$ cat config.mk
export PLATFORM = sky130hd
export DESIGN_NAME = sdp_regs
export DESIGN_NICKNAME = d
export VERILOG_FILES = /design/src/verilog/sdp_pkg.sv /design/src/verilog/sdp_ptr.sv /design/src/verilog/sdp_regs.sv
export SDC_FILE = /design/constraint.sdc
export NUM_CORES = 1
export LEC_CHECK = 0
export ABC_AREA = 1
export BUFFER_PORTS_ARGS = -buffer_cell sky130_fd_sc_hd__buf_2
export CAP_MARGIN = 20
export CORE_MARGIN = 2
export CORE_UTILIZATION = 35
export CTS_BUF_LIST = sky130_fd_sc_hd__clkbuf_8
export CTS_CLUSTER_DIAMETER = 120
export CTS_CLUSTER_SIZE = 30
export DETAILED_ROUTE_END_ITERATION = 8
export GPL_ROUTABILITY_DRIVEN = 1
export PLACE_DENSITY_LB_ADDON = 0.05
export SYNTH_ARGS = -nofsm -noshare
export SYNTH_HDL_FRONTEND = slang
export SYNTH_SLANG_ARGS = --single-unit
export TNS_END_PERCENT = 100
$ cat constraint.sdc
create_clock -name clk -period 3.41 [get_ports clk]
set_input_delay 0.682 -clock clk [delete_from_list [all_inputs] [get_ports clk]]
set_output_delay 0.682 -clock clk [all_outputs]
set_load 0.05 [all_outputs]
$ cat src/verilog/sdp_pkg.sv
package sdp_pkg;

    // register indices on the indexed host bus
    localparam logic [7:0] OFF_RX_READ_INCR = 8'hF2;
    localparam logic [7:0] OFF_RX_ADDR_LO = 8'hF4;
    localparam logic [7:0] OFF_RX_ADDR_HI = 8'hF5;
    localparam logic [7:0] OFF_TX_WRITE_HOLD = 8'hF6;
    localparam logic [7:0] OFF_TX_WRITE_INCR = 8'hF8;
    localparam logic [7:0] OFF_TX_ADDR_LO = 8'hFA;
    localparam logic [7:0] OFF_TX_ADDR_HI = 8'hFB;
    localparam logic [7:0] OFF_TX_LEN_LO = 8'hFC;
    localparam logic [7:0] OFF_TX_LEN_HI = 8'hFD;
    localparam logic [7:0] OFF_IRQ_STATUS = 8'hFE;
    localparam logic [7:0] OFF_IRQ_ENABLE = 8'hFF;

    // status and enable field positions
    localparam int BIT_FRAME_RECEIVED = 0;
    localparam int BIT_FRAME_SENT = 1;
    localparam int BIT_RX_OVERFLOW = 2;
    localparam int BIT_COUNTER_WRAP = 3;
    localparam int BIT_TX_UNDERRUN = 4;
    localparam int BIT_LINK_CHANGE = 5;
    localparam int BIT_ENABLE_RSVD = 6;
    localparam int BIT_POINTER_WRAP = 7;
    localparam int BUS_WIDTH_LSB = 6;
    localparam int NUM_EVENTS = 6;

    // reset values
    localparam logic [15:0] RST_ADDR = 16'h0000;
    localparam logic [15:0] RST_LEN = 16'h0000;
    localparam logic [5:0] RST_FLAGS = 6'h00;
    localparam logic [7:0] RST_ENABLE = 8'h00;
    localparam logic [1:0] RST_BUS_WIDTH = 2'h0;

    // high byte forced into the read address when wrap is turned on
    localparam logic [7:0] RX_WRAP_HIGH_BYTE = 8'h0C;

    // buffer regions used by the wrap-around logic
    localparam logic [15:0] RX_BUF_START = 16'h0C00;
    localparam logic [15:0] RX_BUF_END = 16'h3FFF;
    localparam logic [15:0] TX_BUF_START = 16'h0000;
    localparam logic [15:0] TX_BUF_END = 16'h0BFF;

    // strapped bus width codes
    typedef enum logic [1:0] {
        SDP_BUS_16 = 2'b00,
        SDP_BUS_32 = 2'b01,
        SDP_BUS_8 = 2'b10,
        SDP_BUS_RSVD = 2'b11
    } sdp_bus_e;

    // pointer steps per access
    localparam logic [2:0] STEP_8 = 3'h1;
    localparam logic [2:0] STEP_16 = 3'h2;
    localparam logic [2:0] STEP_32 = 3'h4;

endpackage

$ cat src/verilog/sdp_ptr.sv
`timescale 1ns/1ps
module sdp_ptr
    import sdp_pkg::*;
(
    input wire logic clk,               // system clock
    input wire logic rst,               // sync reset, active high
    input wire logic ce,                // clock enable
    input wire logic load_lo,           // host writes low byte
    input wire logic load_hi,           // host writes high byte
    input wire logic [7:0] load_val,    // host byte
    input wire logic force_hi,          // force high byte
    input wire logic [7:0] force_val,   // forced high byte value
    input wire logic advance,           // step the pointer
    input wire logic [2:0] step,        // step size in bytes
    input wire logic wrap_en,           // wrap inside region
    input wire logic [15:0] lo_bound,   // region start
    input wire logic [15:0] hi_bound,   // region end
    output logic [15:0] ptr             // current pointer
);

    logic [15:0] next_ptr;
    logic [16:0] sum;

    always_comb begin
        next_ptr = ptr;
        sum = {1'b0, ptr} + {14'h0000, step};
        if (advance) begin
            if (wrap_en && sum > {1'b0, hi_bound}) begin
                next_ptr = lo_bound + 16'(sum - {1'b0, hi_bound} - 17'd1);
            end else begin
                next_ptr = sum[15:0];
            end
        end
        if (load_lo) begin
            next_ptr[7:0] = load_val;
        end
        if (load_hi) begin
            next_ptr[15:8] = load_val;
        end
        if (force_hi) begin
            next_ptr[15:8] = force_val;
        end
    end

    always_ff @(posedge clk) begin
        if (rst) begin
            ptr <= RST_ADDR;
        end else if (ce) begin
            ptr <= next_ptr;
        end
    end

endmodule

$ cat src/verilog/sdp_regs.sv
// What this block does
// - receive-data read returns data, advances pointer
// - enabling wrap loads read high byte 0Ch
// - read address byte pair, readable, resets zero
// - hold transmit write stores, pointer unchanged
// - incrementing transmit write stores, advances pointer
// - write address byte pair, readable, resets zero
// - sixteen-bit transmit length register, cleared reset
// - six status flags, each cleared writing one
// - six enable bits matching flags, reset zero
// - wrap enable wraps pointers inside buffer
// - polarity bit selects active low output
`timescale 1ns/1ps
module sdp_regs
    import sdp_pkg::*;
(
    input wire logic clk,                   // system clock, 200 MHz
    input wire logic rst,                   // sync reset, active high
    input wire logic ce,                    // clock enable
    input wire logic reg_rd,                // host read strobe
    input wire logic reg_wr,                // host write strobe
    input wire logic [7:0] reg_index,       // register index
    input wire logic [31:0] reg_wdata,      // host write data
    output logic [31:0] reg_rdata,          // host read data
    output logic reg_rvalid,                // read data valid pulse
    input wire logic [1:0] bus_width_state, // strapped bus width
    input wire logic [5:0] event_pulse,     // event set pulses
    input wire logic irq_pin_polarity,      // 1 makes irq active low
    output logic irq,                       // interrupt output
    output logic [15:0] rx_mem_addr,        // receive buffer address
    input wire logic [31:0] rx_mem_rdata,   // receive buffer data
    output logic tx_mem_we,                 // transmit buffer write
    output logic [15:0] tx_mem_addr,        // transmit buffer address
    output logic [31:0] tx_mem_wdata,       // transmit buffer data
    output logic [15:0] tx_frame_length,    // programmed frame length
    output logic pointer_wrap_enable        // wrap enable state
);

    logic [1:0] width;
    logic [5:0] flags;
    logic [7:0] irq_enable_reg;
    logic [15:0] rx_ptr;
    logic [15:0] tx_ptr;
    logic [2:0] step;

    logic [1:0] next_width;
    logic [5:0] next_flags;
    logic [7:0] next_irq_enable;
    logic [15:0] next_len;
    logic [31:0] next_rdata;
    logic next_rvalid;
    logic next_irq;
    logic next_tx_we;
    logic [15:0] next_tx_addr;
    logic [31:0] next_tx_wdata;

    logic wr_lo_rx;
    logic wr_hi_rx;
    logic wr_lo_tx;
    logic wr_hi_tx;
    logic rx_advance;
    logic tx_store;
    logic tx_advance;
    logic wrap_rise;
    logic [7:0] status_view;

    assign wr_lo_rx = reg_wr && reg_index == OFF_RX_ADDR_LO;
    assign wr_hi_rx = reg_wr && reg_index == OFF_RX_ADDR_HI;
    assign wr_lo_tx = reg_wr && reg_index == OFF_TX_ADDR_LO;
    assign wr_hi_tx = reg_wr && reg_index == OFF_TX_ADDR_HI;
    assign rx_advance = reg_rd && reg_index == OFF_RX_READ_INCR;
    assign tx_store = reg_wr && (reg_index == OFF_TX_WRITE_HOLD
        || reg_index == OFF_TX_WRITE_INCR);
    assign tx_advance = reg_wr && reg_index == OFF_TX_WRITE_INCR;
    assign wrap_rise = reg_wr && reg_index == OFF_IRQ_ENABLE
        && reg_wdata[BIT_POINTER_WRAP] && !irq_enable_reg[BIT_POINTER_WRAP];

    assign pointer_wrap_enable = irq_enable_reg[BIT_POINTER_WRAP];
    assign rx_mem_addr = rx_ptr;
    assign status_view = {width, flags};

    always_comb begin
        unique case (sdp_bus_e'(width))
            SDP_BUS_16: step = STEP_16;
            SDP_BUS_32: step = STEP_32;
            SDP_BUS_8: step = STEP_8;
            SDP_BUS_RSVD: step = STEP_8;
        endcase
    end

    sdp_ptr u_rx_ptr (
        .clk(clk),
        .rst(rst),
        .ce(ce),
        .load_lo(wr_lo_rx),
        .load_hi(wr_hi_rx),
        .load_val(reg_wdata[7:0]),
        .force_hi(wrap_rise),
        .force_val(RX_WRAP_HIGH_BYTE),
        .advance(rx_advance),
        .step(step),
        .wrap_en(pointer_wrap_enable),
        .lo_bound(RX_BUF_START),
        .hi_bound(RX_BUF_END),
        .ptr(rx_ptr)
    );

    sdp_ptr u_tx_ptr (
        .clk(clk),
        .rst(rst),
        .ce(ce),
        .load_lo(wr_lo_tx),
        .load_hi(wr_hi_tx),
        .load_val(reg_wdata[7:0]),
        .force_hi(1'b0),
        .force_val(RST_ENABLE),
        .advance(tx_advance),
        .step(step),
        .wrap_en(pointer_wrap_enable),
        .lo_bound(TX_BUF_START),
        .hi_bound(TX_BUF_END),
        .ptr(tx_ptr)
    );

    always_comb begin
        next_width = width;
        next_flags = flags;
        next_irq_enable = irq_enable_reg;
        next_len = tx_frame_length;
        if (reg_wr && reg_index == OFF_IRQ_STATUS) begin
            next_flags = flags & ~reg_wdata[NUM_EVENTS-1:0];
        end
        // set wins over clear
        next_flags = next_flags | event_pulse;
        if (reg_wr && reg_index == OFF_IRQ_ENABLE) begin
            next_irq_enable = reg_wdata[7:0];
            next_irq_enable[BIT_ENABLE_RSVD] = 1'b0;
        end
        if (reg_wr && reg_index == OFF_TX_LEN_LO) begin
            next_len[7:0] = reg_wdata[7:0];
        end
        if (reg_wr && reg_index == OFF_TX_LEN_HI) begin
            next_len[15:8] = reg_wdata[7:0];
        end
        next_irq = |(flags & irq_enable_reg[NUM_EVENTS-1:0]);
        next_irq = next_irq ^ irq_pin_polarity;
    end

    always_comb begin
        next_rvalid = reg_rd;
        next_rdata = reg_rdata;
        if (reg_rd) begin
            unique case (reg_index)
                OFF_RX_READ_INCR: next_rdata = rx_mem_rdata;
                OFF_RX_ADDR_LO: next_rdata = {24'h0000_00, rx_ptr[7:0]};
                OFF_RX_ADDR_HI: next_rdata = {24'h0000_00, rx_ptr[15:8]};
                OFF_TX_ADDR_LO: next_rdata = {24'h0000_00, tx_ptr[7:0]};
                OFF_TX_ADDR_HI: next_rdata = {24'h0000_00, tx_ptr[15:8]};
                OFF_TX_LEN_LO: begin
                    next_rdata = {24'h0000_00, tx_frame_length[7:0]};
                end
                OFF_TX_LEN_HI: begin
                    next_rdata = {24'h0000_00, tx_frame_length[15:8]};
                end
                OFF_IRQ_STATUS: next_rdata = {24'h0000_00, status_view};
                OFF_IRQ_ENABLE: begin
                    next_rdata = {24'h0000_00, irq_enable_reg};
                end
                default: next_rdata = 32'h0000_0000;
            endcase
        end
        next_tx_we = tx_store;
        next_tx_addr = tx_ptr;
        next_tx_wdata = reg_wdata;
    end

    always_ff @(posedge clk) begin
        if (rst) begin
            // strap caught while reset is held
            width <= bus_width_state;
            flags <= RST_FLAGS;
            irq_enable_reg <= RST_ENABLE;
            tx_frame_length <= RST_LEN;
            irq <= irq_pin_polarity;
            reg_rdata <= 32'h0000_0000;
            reg_rvalid <= 1'b0;
            tx_mem_we <= 1'b0;
            tx_mem_addr <= RST_ADDR;
            tx_mem_wdata <= 32'h0000_0000;
        end else if (ce) begin
            width <= next_width;
            flags <= next_flags;
            irq_enable_reg <= next_irq_enable;
            tx_frame_length <= next_len;
            irq <= next_irq;
            reg_rdata <= next_rdata;
            reg_rvalid <= next_rvalid;
            tx_mem_we <= next_tx_we;
            tx_mem_addr <= next_tx_addr;
            tx_mem_wdata <= next_tx_wdata;
        end
    end

endmodule
### After elaboration in Yosys (flattened, before gate mapping)

Index checks and enable logic that the tools add are counted.

| storage, ports and cells | value |
|---|---|
| register bits after elaboration | 146 |
| input port bits | 86 |
| output and inout bits | 116 |
| word-level logic and storage cells | 90 |

| operators by class | value |
|---|---|
| add/subtract/negate cells | 7 |
| magnitude comparators | 2 |
| equal/unequal tests | 14 |
| multiplexer cells | 14 |
| bitwise logic cells | 5 |
| reduce and logical (&&, ||, !) cells | 33 |

Operators by type and width:

| kind | number |
|---|---|
| one-hot mux 32 bit (9 select lines) | 1 |
| equality test 8 bit, second input constant | 11 |
| 2-to-1 mux 16 bit | 4 |
| 2-to-1 mux 8 bit | 5 |
| adder 16 x 3 -> 17 bit | 2 |
| subtractor 16 x 1 -> 16 bit, second input constant | 2 |
| greater-than comparator 17 x 12 -> 1 bit, second input constant | 1 |
| greater-than comparator 17 x 14 -> 1 bit, second input constant | 1 |
| adder 12 x 16 -> 16 bit, first input constant | 1 |
| AND reduction 2 bit | 8 |
| subtractor 16 x 12 -> 16 bit, second input constant | 1 |
| subtractor 16 x 14 -> 16 bit, second input constant | 1 |
| logical AND 1 bit | 15 |
| bitwise AND 6 bit | 2 |
| one-hot mux 3 bit (3 select lines) | 1 |
| nonzero test 2 bit | 4 |
| 2-to-1 mux 6 bit | 1 |
| inverter 6 bit | 1 |
| OR 6 bit | 1 |
| OR reduction 6 bit | 1 |
| equality test 2 bit, second input constant | 2 |
| nonzero test 3 bit | 1 |
| equality test 2 x 1 -> 1 bit, second input constant | 1 |
| zero test 2 bit | 1 |
| 5 further kinds | 6 |

### Depth between registers and ports, before layout

| depth | value |
|---|---|
| depth in word-level cells | 11 |
| depth in mapped cells | 21 |
| depth with buffers taken out | 21 |

### Cells and area by module

Synthesis repeated with hierarchy kept, for this count alone.

| second synthesis, totals | value |
|---|---|
| cell total of the unflattened synthesis | 1685 |
| area, all modules | 11229.5 µm² |

By module, submodules not included:

| module | times used | cells an instance | area each (µm²) | sequential area each (µm²) |
|---|---|---|---|---|
| sdp_regs | 1 | 694 | 5007.3 | 2312.2 |
| sdp_ptr (u_tx_ptr) | 1 | 498 | 3145.5 | 320.3 |
| sdp_ptr (u_rx_ptr) | 1 | 493 | 3076.7 | 320.3 |

### Worst setup path after synthesis

Ideal clock, no wire load.

| path | value |
|---|---|
| path kind | register -> register |
| start | register u_rx_ptr.ptr[0] |
| end | register u_rx_ptr.ptr[12] |
| setup time | 0.066 ns |
| arrival | 2.644 ns |
| required time | 3.344 ns |
| path slack | 0.700 ns |
| cell stages (with the launch flop) | 20 |
| path buffers | 0 |
| clock period less this slack | 2.710 ns |
| path through | dfxtp_1 -> ha_1 -> fa_1 -> nand2_1 -> nand2_1 -> nand3_2 -> clkinv_1 -> nand3_1 -> nand2_2 -> ha_1 -> inv_1 -> nor3_1 -> nand3_1 -> nor2_1 -> nor2_2 -> nand3_1 -> nand2_1 -> nand2_1 -> nand2_1 -> a21oi_2 |

| between the ends | value |
|---|---|
| cells in the longest elaborated chain, start to end | 8 |
| elaborated cells between the ends (all ways) | 10 |
| those cells by class | add/sub (4); order compare (1); mux (4); reduce/logical (1) |

Ends and longest elaborated chain:

| what | RTL line | source |
|---|---|---|
| start: declaration | sdp_ptr.sv:18 | `output logic [15:0] ptr` |
| start signal: assignment | sdp_ptr.sv:49 | `ptr <= next_ptr;` |
| adder 16 x 3 -> 17 bit * | sdp_ptr.sv:26 | `sum = {1'b0, ptr} + {14'h0000, step};` |
| subtractor 16 x 14 -> 16 bit | sdp_ptr.sv:29 | `next_ptr = lo_bound + 16'(sum - {1'b0, hi_bound} - 17'd1);` |
| subtractor 16 x 1 -> 16 bit | sdp_ptr.sv:29 |  |
| adder 12 x 16 -> 16 bit | sdp_ptr.sv:29 |  |
| 2-to-1 mux 16 bit * | sdp_ptr.sv:28 | `if (wrap_en && sum > {1'b0, hi_bound}) begin` |
| 2-to-1 mux 16 bit * | sdp_ptr.sv:27 | `if (advance) begin` |
| 2-to-1 mux 8 bit * | sdp_ptr.sv:37 | `if (load_hi) begin` |
| 2-to-1 mux 8 bit * | sdp_ptr.sv:40 | `if (force_hi) begin` |

Every way passes the cells marked *; elsewhere a longest branch is shown, timed or not. The select of a mux whose other input is x is not followed.
A chain may end at the register's enable or synchronous reset.

### Worst setup path in the final report

| path | value |
|---|---|
| start | register width[1], in the netlist next_width[1] |
| end | register u_rx_ptr.ptr[12] |

| between the ends | value |
|---|---|
| cells in the longest elaborated chain, start to end | 11 |
| elaborated cells between the ends (all ways) | 16 |
| those cells by class | add/sub (4); order compare (1); eq/ne (3); mux (5); reduce/logical (3) |

Ends and longest elaborated chain:

| what | RTL line | source |
|---|---|---|
| start: declaration | sdp_regs.sv:39 | `logic [1:0] width;` |
| start signal: assignment | sdp_regs.sv:180 | `width <= bus_width_state;` |
| start signal: assignment | sdp_regs.sv:191 | `width <= next_width;` |
| equality test 2 bit | sdp_regs.sv:83 | `unique case (sdp_bus_e'(width))` |
| OR reduction 2 bit (no line) | -- |  |
| one-hot mux 3 bit (3 select lines) * | sdp_regs.sv:83 |  |
| adder 16 x 3 -> 17 bit * | sdp_ptr.sv:26 |  |
| subtractor 16 x 14 -> 16 bit | sdp_ptr.sv:29 |  |
| subtractor 16 x 1 -> 16 bit | sdp_ptr.sv:29 |  |
| adder 12 x 16 -> 16 bit | sdp_ptr.sv:29 |  |
| 2-to-1 mux 16 bit * | sdp_ptr.sv:28 |  |
| 2-to-1 mux 16 bit * | sdp_ptr.sv:27 |  |
| 2-to-1 mux 8 bit * | sdp_ptr.sv:37 |  |
| 2-to-1 mux 8 bit * | sdp_ptr.sv:40 |  |

Marked as above.

==> results.json <==
{
  "outcome": "completed",
  "power_frac_clock": 0.387,
  "drt_iter0_drc": 638,
  "drtAntennaViolNets": 0,
  "via_per_inst": 5.154,
  "root_buffer": "clkbuf_8",
  "gp_congestion": 0.9283,
  "final_util": 0.4282,
  "port_buffers": 201,
  "max_cap_viol_count": 0,
  "clockBufferDepth": 2,
  "max-slew-margin-rel": 0.3639,
  "die_height_um": 154.6,
  "grt_pass1_wl_um": 45810,
  "fp.dieArea_um2": 23910,
  "cp_cell_sequence": "nor2_1 -> fa_1 -> nand2_1 -> nand2_1 -> nand3_2 -> clkinv_1 -> nand3_1 -> nand2_2 -> ha_1 -> inv_1 -> nor3_1 -> nand3_1 -> nor2_1 -> nor2_2 -> nand3_1 -> nand2_1 -> nand2_1 -> nand2_1 -> a21oi_2",
  "finalClockSkew_ns": 0.01405,
  "critPathSlowestCell": "edfxtp_1",
  "syn_nets": 1261,
  "drc": 0,
  "finalNetCount": 1447,
  "firstDrtPassIters": 5,
  "p_int_mw": 2.566,
  "ys.flop_type": "dfxtp_1",
  "cts_setup_buffers": 0,
  "coreArea_um2": 22430,
  "pre_cts_ws_ns": 0.5463,
  "syn2layout_area_growth_pct": 20.95,
  "cp-end-kind": "flip-flop",
  "pwr-share-seq": 0.479,
  "start_kind": "flip-flop",
  "final_area_um2": 9605,
  "cts_tree": "done",
  "cellLeakagePower_nw": 4.295,
  "place_area_um2": 9201,
  "yosys_warnings": 0,
  "switching_share": 0.3178,
  "globalRouteTotalUtil": 0.2476,
  "clock_latency_ns": 0.47,
  "globalRouteMet1Util": 0.3383,
  "period_share": 0.8465,
  "synth_largest_area_cell": "dfxtp_1",
  "ys_top_cells_by_count": "nand2_1 (257), dfxtp_1 (143), o21ai_0 (122), nor2_1 (121), a21oi_1 (109)",
  "cts_buffers": 17,
  "wl_um": 29530,
  "min_path_type": "in2reg",
  "grt_max_degree": 71,
  "ctsResizeCount": 0,
  "ys_top_cells_by_area": "dfxtp_1 (36%), nand2_1 (12%), o21ai_0 (7.7%), a21oi_1 (6.9%), nor2_1 (5.7%)",
  "synth-async-reset-ratio": 0,
  "slew_violations": 0,
  "syn_area_per_cell_um2": 6.828,
  "cpMostUsedCell": "nand2_1",
  "timing.fmax_ghz": 0.3464,
  "clk_pin_slew_worst_paths_ns": 0.09,
  "crit_required_ns": 3.81,
  "wl_per_cell_um": 17.94,
  "setup_tns_ns": 0,
  "cts_hold_buffers": 0,
  "period_minus_slack_ns": 2.887,
  "grt_antenna_before_repair": 2,
  "netlist_instances": 1163,
  "cp_max_fo": 6,
  "power.switching_mw": 1.195,
  "vias": 8483,
  "rows": 55,
  "synth_edf_count": 3,
  "grt_pass1_vias": 7988,
  "max-vdd-ir-drop_mv": 0.2052,
  "ys_seq_area_frac": 0.3718,
  "crit_arrival_ns": 3.29,
  "drive_gt1_frac": 0.2388,
  "syn_area_um2": 7941,
  "top_usage_layer": "met2",
  "power_frac_comb": 0.134,
  "rsz0062_at_grt": "false",
  "hpwl_um": 22370,
  "crit_buf_inv": 2,
  "reg.largest.list": "reg_rdata (32), tx_mem_wdata (32)",
  "critPathTopFamily": "simple AND/OR/NAND/NOR gates",
  "powerDensity_nw_per_um2": 391.5,
  "hold_viol": 0,
  "critPathMaxStageDelay_ns": 0.47,
  "diodes": 0,
  "htree_levels": 4,
  "cts.sinks": 146,
  "path_class": "reg2reg",
  "setup_violations": 0,
  "synth_seq_cells": 146,
  "gr-usage-met2": 0.3922,
  "yosysMostFrequentCell": "nand2_1",
  "yosysUniqueCellTypes": 49,
  "overflow": 0,
  "fill_cells": 2480,
  "grt_use_met3": 0.05884,
  "ios": 202,
  "layout_setup_ws_ns": 0.5234,
  "yosys.area.top_type_share": 0.3605,
  "fp.dieW_um": 154.6,
  "tightestPinTransition_ns": 0.9500,
  "start_util": 0.3540
}
-- through the flow --
| step | hold WS [ns] | total power [mW] | std cells |
|---|---|---|---|
| floorplan | 0.4558 | 2.164 | 1163 |
| global placement | 0.4474 | 2.347 | 1615 |
| detailed placement | 0.4565 | 2.345 | 1615 |
| CTS | 0.4099 | 3.799 | 1646 |
| global route | 0.3971 | 3.912 | 1646 |
| finish | 0.4312 | 3.761 | 1646 |
-- worst paths after layout --
check / startpoint / end / slack (ns) / depth (start not counted)
max: next_width[1] / u_rx_ptr.ptr[12] / 0.52 / 19
min: bus_width_state[0] / next_width[0] / 0.43 / 1
max reg2reg: next_width[1] / u_rx_ptr.ptr[12] / 0.52 / 19
min reg2reg: reg_rdata[7] / reg_rdata[7] / 0.47 / 2
-- worst register-to-register path, delay by kind of cell, from the launching register on --
family	cells	cell delay [ns]
adders and majority gates	2	0.49
AOI/OAI and AO/OA	1	0.11
DFF	1	0.47
and+or+nand+nor	14	1.60
buffers and inverters	2	0.14
-- power groups by stage --
stage	logic (mW)	clock network (mW)	registers [mW]
after detailed placement	0.506	0	1.84
after floorplan	0.146	0	2.02
after CTS	0.506	1.49	1.80
final	0.506	1.45	1.80
after global placement	0.508	0	1.84
after global routing	0.544	1.56	1.81
-- area by class of cell --
type | count | area (um2) | share of cell area
Multi-Input combinational cell | 858 | 4365 | 0.4545
Timing Repair Buffer | 211 | 1094 | 0.1138
Clock buffer | 17 | 234.0 | 0.02436
Tap cell | 285 | 356.6 | 0.03712
Clock inverter | 14 | 170.2 | 0.01772
Sequential cell | 146 | 2953 | 0.3074
Inverter | 115 | 432.9 | 0.04507
-- kinds of logic after synthesis --
logic type,share of synthesized area
AOI/OAI and AO/OA,0.2053
xor gates and xnor gates,0.01229
adders and majority gates,0.02080
buffers and inverters,0.07846
DFF,0.3718
and+or+nand+nor,0.3113
-- layout by cell type (no fill, tap or decap), types with 15 or more instances in the layout --
cell type,instances
nand3_1,88
a221oi_1,17
nand2_1,257
clkbuf_8,17
nor2_1,121
inv_2,15
o21ai_0,122
a21oi_1,109
nand2_2,23
dfxtp_1,143
buf_2,201
inv_1,96
-- layer usage --
layer / vias up / routed length (um)
li1: 4268 / -
met1: 3878 / 13530
met2: 298 / 13370
met3: 37 / 1991
met4: 2 / 617
met5: - / 13
No activity file was read; power rests on OpenSTA's default activity.
